## config.mk

```make
export PLATFORM = sky130hd
export DESIGN_NAME = cpp_core_pointer_bank
export DESIGN_NICKNAME = d
export VERILOG_FILES = /design/src/cpp_pkg.sv /design/src/cpp_core_pointer_bank.sv
export SDC_FILE = /design/constraint.sdc
export NUM_CORES = 1
export LEC_CHECK = 0
export BUFFER_PORTS_ARGS = -buffer_cell sky130_fd_sc_hd__buf_2
export CAP_MARGIN = 20
export CORE_MARGIN = 1
export CORE_UTILIZATION = 58
export CTS_CLUSTER_DIAMETER = 100
export DETAILED_ROUTE_END_ITERATION = 8
export PLACE_DENSITY_LB_ADDON = 0.05
export SKIP_LAST_GASP = 1
export SYNTH_ARGS = -nofsm -noshare
export SYNTH_HDL_FRONTEND = slang
export SYNTH_SLANG_ARGS = --single-unit
```

## constraint.sdc

```tcl
create_clock -name clk -period 4.8 [get_ports clk]
set_input_delay 0.24 -clock clk [delete_from_list [all_inputs] [get_ports clk]]
set_output_delay 0.24 -clock clk [all_outputs]
set_load 0.01 [all_outputs]
```

## src/cpp_pkg.sv

```systemverilog
package cpp_pkg;
  // special-function register addresses
  localparam logic [7:0] CPP_ADDR_PORT_ZERO_LATCH    = 8'h80;
  localparam logic [7:0] CPP_ADDR_STACK_POINTER      = 8'h81;
  localparam logic [7:0] CPP_ADDR_DATA_PTR_ZERO_LOW  = 8'h82;
  localparam logic [7:0] CPP_ADDR_DATA_PTR_ZERO_HIGH = 8'h83;
  localparam logic [7:0] CPP_ADDR_DATA_PTR_ONE_LOW   = 8'h84;
  localparam logic [7:0] CPP_ADDR_DATA_PTR_ONE_HIGH  = 8'h85;
  localparam logic [7:0] CPP_ADDR_DATA_PTR_SELECT    = 8'h86;
  // addresses of the configuration registers that feed this bank
  localparam logic [7:0] CPP_ADDR_HW_CONFIG_ONE      = 8'h3e;
  localparam logic [7:0] CPP_ADDR_DRIVE_CFG_LOW      = 8'hac;
  localparam logic [7:0] CPP_ADDR_DRIVE_CFG_HIGH     = 8'had;
  // reset values
  localparam logic [7:0] CPP_RST_PORT_ZERO_LATCH     = 8'hff;
  localparam logic [7:0] CPP_RST_STACK_POINTER       = 8'h07;
  localparam logic [7:0] CPP_RST_DATA_PTR_BYTE       = 8'h00;
  localparam logic       CPP_RST_DATA_PTR_SELECT     = 1'b0;
  localparam logic [7:0] CPP_RST_READ_DATA           = 8'h00;
  // field positions and values
  localparam int         CPP_HW_CONFIG_ONE_BUS_BIT            = 1;
  localparam logic       CPP_HW_CONFIG_ONE_BUS_LEVEL          = 1'b1;
  localparam int         CPP_SEL_BIT                 = 0;
  localparam int         CPP_PINS_PER_CFG_REG        = 4;
  // per-pin drive types
  typedef enum logic [1:0] {
    CPP_DRV_OPEN_DRAIN = 2'h0,
    CPP_DRV_INPUT      = 2'h1,
    CPP_DRV_PUSH_PULL  = 2'h3,
    CPP_DRV_OPEN_ALT   = 2'h2
  } cpp_drive_type;
endpackage

```

## src/cpp_core_pointer_bank.sv

```systemverilog
`timescale 1ns/1ps
// Operation
// - port 0 is the multiplexed address/data bus when memory bus use is selected and general I/O otherwise; in bus use it is released outside external cycles.
// - in an external cycle port 0 carries the address low byte while the latch strobe is high, data while low.
// - bit 1 of the second hardware configuration register (3Eh) picks I/O use or memory bus use of port 0.
// - in I/O use each port 0 pin drive type comes from the drive configuration registers at ACh and ADh.
// - the stack pointer goes up by one before the byte of a push or call is written.
// - the stack pointer goes down by one after the byte of a pop, ret or reti is read.
// - the stack pointer is 07h after reset.
// - each data pointer is 16 bits, a low and a high byte register, each read and written on its own.
// - one select bit in the register at 86h picks the active data pointer.
// - with the select bit at 0, pointer instructions use the first pointer bytes.
// - with the select bit at 1, pointer instructions use the second pointer bytes.
module cpp_core_pointer_bank (
  // clock and reset
  input  wire  logic        clk,
  input  wire  logic        srst,
  // special-function register access
  input  wire  logic [7:0]  sfr_addr,
  input  wire  logic        sfr_wr,
  input  wire  logic [7:0]  sfr_wdata,
  input  wire  logic        sfr_rd,
  output       logic [7:0]  sfr_rdata,
  output       logic        sfr_rvalid,
  // stack operations from the core
  input  wire  logic        stack_push,
  input  wire  logic        stack_pop,
  output       logic [7:0]  stack_pointer,
  // data pointer operations from the core
  input  wire  logic        active_data_pointer_load,
  input  wire  logic [15:0] active_data_pointer_load_value,
  input  wire  logic        active_data_pointer_inc,
  output       logic [15:0] active_data_pointer,
  output       logic        active_data_pointer_sel,
  // configuration registers
  input  wire  logic [7:0]  hw_config_one,
  input  wire  logic [7:0]  port_zero_drive_cfg_low,
  input  wire  logic [7:0]  port_zero_drive_cfg_high,
  // external memory cycle from the core
  input  wire  logic        ext_cycle,
  input  wire  logic        ext_ale,
  input  wire  logic        ext_write,
  input  wire  logic [7:0]  ext_addr_low,
  input  wire  logic [7:0]  ext_wdata,
  output       logic [7:0]  ext_rdata,
  // port 0 pins
  input  wire  logic [7:0]  p0_in,
  output       logic [7:0]  p0_out,
  output       logic [7:0]  p0_oe
);
  import cpp_pkg::*;

  function automatic logic sel_hit(input logic [7:0] a, input logic [7:0] off);
    sel_hit = (a == off);
  endfunction

  logic [7:0]  port_latch_q;
  logic [7:0]  sp_q;
  logic [7:0]  sp_d;
  logic        sel_q;
  logic [15:0] dp_q [2];
  logic [15:0] dp_d [2];
  logic [7:0]  pin_meta_q;
  logic [7:0]  pin_sync_q;
  logic [7:0]  p0_out_q;
  logic [7:0]  p0_oe_q;
  logic [7:0]  p0_out_d;
  logic [7:0]  p0_oe_d;
  logic [7:0]  rdata_q;
  logic        rvalid_q;
  logic        bus_mode;

  // port latch
  always_ff @(posedge clk) begin
    if (srst) begin
      port_latch_q <= CPP_RST_PORT_ZERO_LATCH;
    end else if (sfr_wr && sel_hit(sfr_addr, CPP_ADDR_PORT_ZERO_LATCH)) begin
      port_latch_q <= sfr_wdata;
    end
  end

  // stack pointer
  always_comb begin
    sp_d = sp_q;
    if (sfr_wr && sel_hit(sfr_addr, CPP_ADDR_STACK_POINTER)) begin
      sp_d = sfr_wdata;
    end else if (stack_push && !stack_pop) begin
      sp_d = 8'(sp_q + 8'h01);
    end else if (stack_pop && !stack_push) begin
      sp_d = 8'(sp_q - 8'h01);
    end
  end

  always_ff @(posedge clk) begin
    if (srst) begin
      sp_q <= CPP_RST_STACK_POINTER;
    end else begin
      sp_q <= sp_d;
    end
  end

  // pointer select
  always_ff @(posedge clk) begin
    if (srst) begin
      sel_q <= CPP_RST_DATA_PTR_SELECT;
    end else if (sfr_wr && sel_hit(sfr_addr, CPP_ADDR_DATA_PTR_SELECT)) begin
      sel_q <= sfr_wdata[CPP_SEL_BIT];
    end
  end

  // data pointers
  generate
    for (genvar i = 0; i < 2; i++) begin : g_dp
      localparam logic [7:0] LOW_ADDR  = (i == 0) ? CPP_ADDR_DATA_PTR_ZERO_LOW  : CPP_ADDR_DATA_PTR_ONE_LOW;
      localparam logic [7:0] HIGH_ADDR = (i == 0) ? CPP_ADDR_DATA_PTR_ZERO_HIGH : CPP_ADDR_DATA_PTR_ONE_HIGH;
      logic active;
      assign active = (sel_q == 1'(i));
      always_comb begin
        dp_d[i] = dp_q[i];
        if (active && active_data_pointer_load) begin
          dp_d[i] = active_data_pointer_load_value;
        end else if (active && active_data_pointer_inc) begin
          dp_d[i] = 16'(dp_q[i] + 16'h0001);
        end
        if (sfr_wr && sel_hit(sfr_addr, LOW_ADDR)) begin
          dp_d[i][7:0] = sfr_wdata;
        end
        if (sfr_wr && sel_hit(sfr_addr, HIGH_ADDR)) begin
          dp_d[i][15:8] = sfr_wdata;
        end
      end
      always_ff @(posedge clk) begin
        if (srst) begin
          dp_q[i] <= {CPP_RST_DATA_PTR_BYTE, CPP_RST_DATA_PTR_BYTE};
        end else begin
          dp_q[i] <= dp_d[i];
        end
      end
    end
  endgenerate

  assign active_data_pointer = sel_q ? dp_q[1] : dp_q[0];
  assign active_data_pointer_sel            = sel_q;
  assign stack_pointer       = sp_q;

  // register read port
  always_ff @(posedge clk) begin
    if (srst) begin
      rdata_q  <= CPP_RST_READ_DATA;
      rvalid_q <= 1'b0;
    end else begin
      rvalid_q <= sfr_rd;
      if (!sfr_rd) begin
        rdata_q <= rdata_q;
      end else if (sel_hit(sfr_addr, CPP_ADDR_PORT_ZERO_LATCH)) begin
        rdata_q <= pin_sync_q;
      end else if (sel_hit(sfr_addr, CPP_ADDR_STACK_POINTER)) begin
        rdata_q <= sp_q;
      end else if (sel_hit(sfr_addr, CPP_ADDR_DATA_PTR_ZERO_LOW)) begin
        rdata_q <= dp_q[0][7:0];
      end else if (sel_hit(sfr_addr, CPP_ADDR_DATA_PTR_ZERO_HIGH)) begin
        rdata_q <= dp_q[0][15:8];
      end else if (sel_hit(sfr_addr, CPP_ADDR_DATA_PTR_ONE_LOW)) begin
        rdata_q <= dp_q[1][7:0];
      end else if (sel_hit(sfr_addr, CPP_ADDR_DATA_PTR_ONE_HIGH)) begin
        rdata_q <= dp_q[1][15:8];
      end else if (sel_hit(sfr_addr, CPP_ADDR_DATA_PTR_SELECT)) begin
        rdata_q <= {7'h00, sel_q};
      end else begin
        rdata_q <= CPP_RST_READ_DATA;
      end
    end
  end

  assign sfr_rdata  = rdata_q;
  assign sfr_rvalid = rvalid_q;

  // pin synchroniser
  always_ff @(posedge clk) begin
    if (srst) begin
      pin_meta_q <= 8'h00;
      pin_sync_q <= 8'h00;
    end else begin
      pin_meta_q <= p0_in;
      pin_sync_q <= pin_meta_q;
    end
  end

  assign ext_rdata = pin_sync_q;

  // port 0 drive
  assign bus_mode = (hw_config_one[CPP_HW_CONFIG_ONE_BUS_BIT] == CPP_HW_CONFIG_ONE_BUS_LEVEL);

  generate
    for (genvar p = 0; p < 8; p++) begin : g_pin
      cpp_drive_type mode;
      if (p < CPP_PINS_PER_CFG_REG) begin : g_lo
        assign mode = cpp_drive_type'(port_zero_drive_cfg_low[2*p +: 2]);
      end else begin : g_hi
        assign mode = cpp_drive_type'(port_zero_drive_cfg_high[2*(p-CPP_PINS_PER_CFG_REG) +: 2]);
      end
      always_comb begin
        p0_out_d[p] = 1'b0;
        p0_oe_d[p]  = 1'b0;
        if (bus_mode) begin
          if (ext_cycle && ext_ale) begin
            p0_out_d[p] = ext_addr_low[p];
            p0_oe_d[p]  = 1'b1;
          end else if (ext_cycle && ext_write) begin
            p0_out_d[p] = ext_wdata[p];
            p0_oe_d[p]  = 1'b1;
          end
        end else begin
          case (mode)
            CPP_DRV_PUSH_PULL: begin
              p0_out_d[p] = port_latch_q[p];
              p0_oe_d[p]  = 1'b1;
            end
            CPP_DRV_INPUT: begin
              p0_oe_d[p] = 1'b0;
            end
            default: begin
              p0_oe_d[p] = ~port_latch_q[p];
            end
          endcase
        end
      end
    end
  endgenerate

  always_ff @(posedge clk) begin
    if (srst) begin
      p0_out_q <= 8'h00;
      p0_oe_q  <= 8'h00;
    end else begin
      p0_out_q <= p0_out_d;
      p0_oe_q  <= p0_oe_d;
    end
  end

  assign p0_out = p0_out_q;
  assign p0_oe  = p0_oe_q;
endmodule

```

* After elaboration in Yosys (flattened, before gate mapping)
Memories as Yosys holds them, arrays and structs flattened.
Cells that the tools add are included.
** Storage, ports and cells
- Input bits :: 91
- ROM bits :: 0
- RAM bits :: 32
- Word-level logic and storage cells :: 140
- Output and inout port bits :: 58
- Memories kept :: 1
- Flip-flop bits (word level) :: 58
- Bits in latches :: 0
** Operators by class
- Bitwise operators :: 11
- Muxes and demuxes :: 74
- Eq/ne operators :: 23
- Order comparisons :: 0
- $add $sub $neg :: 4
- Multiply operators :: 0
- Shift operators :: 0
- Reduce and logical (&&, ||, !) cells :: 18
- Div/mod/pow operators :: 0
** Memories
- dp_q :: depth 2, width 16, read ports 2, clocked after Yosys merged registers in 0, write ports 2, RTL line cpp_core_pointer_bank.sv:61 : logic [15:0] dp_q [2];
** Operators by type and width (count)
- $mux W16 :: 7
- $mux W8 :: 13
- $eq A8 B8 Y1 const B :: 7
- $mux W1 :: 46
- $add A16 B1 Y16 const B :: 2
- $eq A2 B1 Y1 const B :: 8
- $eq A2 B2 Y1 const B :: 8
- $pmux W1 S2 :: 8
- $logic_and A1 B1 Y1 :: 15
- $not A1 Y1 :: 9
- $add A8 B1 Y8 const B :: 1
- $sub A8 B1 Y8 const B :: 1
- $reduce_bool A3 Y1 :: 1
- $logic_not A1 Y1 :: 2
- $or A1 B1 Y1 :: 2

* Depth between registers and ports, before layout
- Word-level depth :: 8
- Mapped depth :: 9
- Depth with buffers taken out :: 9

* Worst setup path before layout
OpenSTA, ideal clock, no wires.
- Path kind :: input to register
- Start :: input port stack_pop
- End :: register sp_q[7] (netlist: stack_pointer[7])
- Setup slack :: 2993 ps
- Stages :: 9
- Buffers on the path :: 0
- Required time :: 4664 ps
- Library setup time :: 136 ps
- Arrival time :: 1670 ps
- Path through :: inv_1 nand2_1 ha_1 a21oi_1 nor2_1 a22o_1 a31oi_1 mux2i_1 o211ai_1
** Between the ends
- Cells in the longest elaborated chain, start to end :: 4
- Elaborated cells between the ends (all ways) :: 6
- Classes of those cells :: mux: 2; reduce/logical: 4
** Ends and longest elaborated chain
- start: declaration :: RTL line cpp_core_pointer_bank.sv:27 : input wire logic stack_pop,
- $logic_not A1 Y1 :: RTL line cpp_core_pointer_bank.sv:87 : end else if (stack_push && !stack_pop) begin
- $logic_and A1 B1 Y1 :: RTL line cpp_core_pointer_bank.sv:87
- $mux W8 :: RTL line cpp_core_pointer_bank.sv:87
- $mux W8 :: RTL line cpp_core_pointer_bank.sv:85 : if (sfr_wr && sel_hit(sfr_addr, CPP_ADDR_STACK_POINTER)) begin
- end signal: assignment :: RTL line cpp_core_pointer_bank.sv:98 : sp_q <= sp_d;
- end: declaration :: RTL line cpp_core_pointer_bank.sv:58 : logic [7:0] sp_q;
Parallel ways exist; a longest one is shown, timed or not.
A chain may end at the register's enable or synchronous reset.

==> run_results.csv <==
group,metric,value,unit
cells_and_area,syn2layout_area_growth,15.1,%
routing,vias_per_cell,6.40,
status,status,"finished, final reports clean",
run,cap_violations,0,
logic_synthesis,netlist_area,5560,um2
timing,finalHoldViolations,0,
cells_and_area,finalNetCount,921,
clocking,clock-root-buffer,"clkbuf_8",
worst_hold_path,min_from,"p0_in[7]",
logic_synthesis,synth_top_area_share,0.324,
routing,ant_nets,0,
placed_design,port_buffers,141,
worst_setup_path,crit_path_top_delay_cell,"dfxtp_1",
floorplanning,coreArea,9240,um2
clocking,clk_latency,0.37,ns
power_and_ir_drop,p_sw_frac,0.338,
cells_and_area,mostFrequentLayoutCell,"buf_2",
placed_design,hpwl,12.6,mm
cells_and_area,drive_above_1_share,0.230,
timing,setup_viol,0,
worst_setup_path,max_stage_delay,0.78,ns
timing,skew,0.0142,ns
placed_design,gp_congestion,1.00,
grt,grt_overflow_total,0,
placed_design,dp_slack,2.38,ns
logic_synthesis,synth_flop_cell,"dfxtp_1",
timing,period_needed,2.54,ns
clocking,cts_buffers,9,
logic_synthesis,syn-mean-instance-area,7.71,um2
power_and_ir_drop,pwr-share-comb,0.227,
clocking,cts_tree,"done",
cells_and_area,nFillCells,809,
grt,grt_pass1_wl,27.2,mm
timing,setup_tns,0,ns
routing,wire_per_inst,18.4,um
worst_setup_path,cp_max_fo,21,
power_and_ir_drop,pwr-share-seq,0.476,
grt,grt_max_degree,87,
worst_setup_path,rr_startpoint,"active_data_pointer_sel",
cells_and_area,most-common-layout-cells,"buf_2 (141), dfxtp_1 (90), nand2_1 (79)",
clocking,clock_path_buffers,2,
clocking,htreeDepth,3,
floorplanning,ios,149,
logic_synthesis,yosysTopAreaCell,"dfxtp_1",
routing,drc,0,
clocking,cts.sinks,90,
floorplanning,fp.dieH,99.9,um
worst_hold_path,hold_path.class,"input port to flip-flop",
logic_synthesis,yosysSeqAreaShare,0.324,
power_and_ir_drop,leakagePower,2.63,nW
routing,vias,6113,
power_and_ir_drop,switchingPower,0.591,mW
power_and_ir_drop,pwr-share-clk,0.296,
routing,drt-total-wl,17.6,mm
power_and_ir_drop,power.density,274,nW/um2
power_and_ir_drop,p_int,1.16,mW
worst_setup_path,start_kind,"flip-flop",
clocking,hold_buffers,0,
timing,fin_crit_sh,0.528,
grt,track_usage,0.350,
floorplanning,die_width,99.9,um
floorplanning,initial_core_util,0.601,
floorplanning,dieArea,9970,um2
grt,grt_pass1_vias,5260,
logic_synthesis,synth-seq-cells,90,
timing,maxSlewHeadroom,0.277,
cells_and_area,antennaDiodeCount,0,
power_and_ir_drop,ir_drop,193,uV
clocking,post_cts_buffers,0,
worst_setup_path,end_kind,"flip-flop",
logic_synthesis,postSynth.asyncResetShare,0,
timing,worst-slew-pin-transition,1.08,ns
timing,finalMaxSlewViolations,0,
logic_synthesis,postSynthCellCount,721,
worst_setup_path,required,5.06,ns
logic_synthesis,synth_edf_count,0,
worst_setup_path,critPathKind,"flip-flop to flip-flop",
timing,rsz0062_at_grt,"false",
timing,worst_slack,2.26,ns
logic_synthesis,synth_cell_types,58,
clocking,post_cts_resized,0,
floorplanning,rows,35,
worst_setup_path,critPathLaunch,"active_data_pointer_sel",
worst_setup_path,worstPathCellList,"nand2b_1 > nand2_1 > nor4_1 > a21oi_1 > a311oi_1",
routing,dr.pass1.iters,7,
logic_synthesis,synth_fp_nets,821,
grt,antenna_found_initial,0,
logic_synthesis,ys_warn_count,0,
timing,max_freq,394,MHz
logic_synthesis,synth_area_leaders,"dfxtp_1 (32%), a21oi_1 (6.2%), nand2_1 (5.3%), nor2_1 (5.2%), o21ai_0 (3.7%)",
routing,drt_iter0_markers,616,
worst_setup_path,arrival,2.80,ns
clocking,path_clk_slew,0.11,ns
==> power by group through the flow <==
stage / Clock (mW) / Combinational [mW] / Sequential [mW]
6_report: 0.518 / 0.397 / 0.833
5_1_grt: 0.547 / 0.436 / 0.836
4_1_cts: 0.522 / 0.393 / 0.830
3_5_place_dp: 0 / 0.390 / 0.847
3_3_place_gp: 0 / 0.375 / 0.846
2_1_floorplan: 0 / 0.253 / 0.839
==> final timing paths <==
kind	endpoint	slack, ns	cells past startpoint
setup / recovery	dp_q[0][10]	2.26	5
hold / removal	pin_meta_q[7]	0.08	2
setup reg to reg	dp_q[0][10]	2.26	5
hold reg to reg	ext_rdata[3]	0.44	1
==> registers in the layout, summed over array words and instances, names as in the netlist <==
register	count
ext_rdata	8
port_latch_q	8
p0_out	8
sfr_rdata	8
pin_meta_q	8
active_data_pointer_sel	1
dp_q	32
p0_oe	8
sfr_rvalid	1
stack_pointer	8
==> synth_stat cells, drive strengths merged, types with 11 or more instances <==
cell type	number
mux2	15
a21oi	69
nor2	77
dfxtp	90
nor2b	24
nand2	79
a211oi	19
nand4	11
mux2i	17
nand3	28
inv	14
buf	14
nor3	24
clkbuf	41
o21ai	41
o21a	12
==> per-layer routing <==
metal,GRT usage,up-vias,share of wire
li1,-,2827,-
met1,0.465,2830,0.40
met2,0.554,393,0.44
met3,0.0822,63,0.12
met4,0.127,0,0.037
met5,0,-,0
==> per-stage QoR <==
stage                     std cells  cell area, um2   util  power (mW)  hold slack, ns
final                           955            6390  0.692        1.75          0.0761
after global routing            955            6390  0.692        1.82          0.0791
after CTS                       955            6390  0.692        1.74          0.0694
after detailed placement        939            6200  0.671        1.24           0.425
after global placement          939            6200  0.671        1.22           0.417
after floorplan                 721            5560      -        1.09           0.358
==> worst max-delay path: cells and delay by family (launching register included) <==
family | cells | cell delay, ns
AO/OA/AOI/OAI | 2 | 0.36
AND/OR/NAND/NOR | 3 | 1.28
flip-flops | 1 | 0.78
==> cells by family after synthesis <==
group / synth area share
buffers and inverters: 0.0527
XOR/XNOR: 0.0236
adder cells (fa/ha/maj): 0.0216
multiplexers: 0.0610
flip-flops: 0.324
AND/OR/NAND/NOR: 0.265
AO/OA/AOI/OAI: 0.252
==> final cells by class <==
class	count	area [um2]	share of cell area
tap	129	161	0.0252
inverter	14	52.6	0.00822
timing repair buffer	144	728	0.114
sequential	90	1800	0.282
clock buffer	9	124	0.0194
multi-input combinational	562	3460	0.541
clock inverter	7	63.8	0.00998
Note: power is estimated with default switching activity, not from simulation.
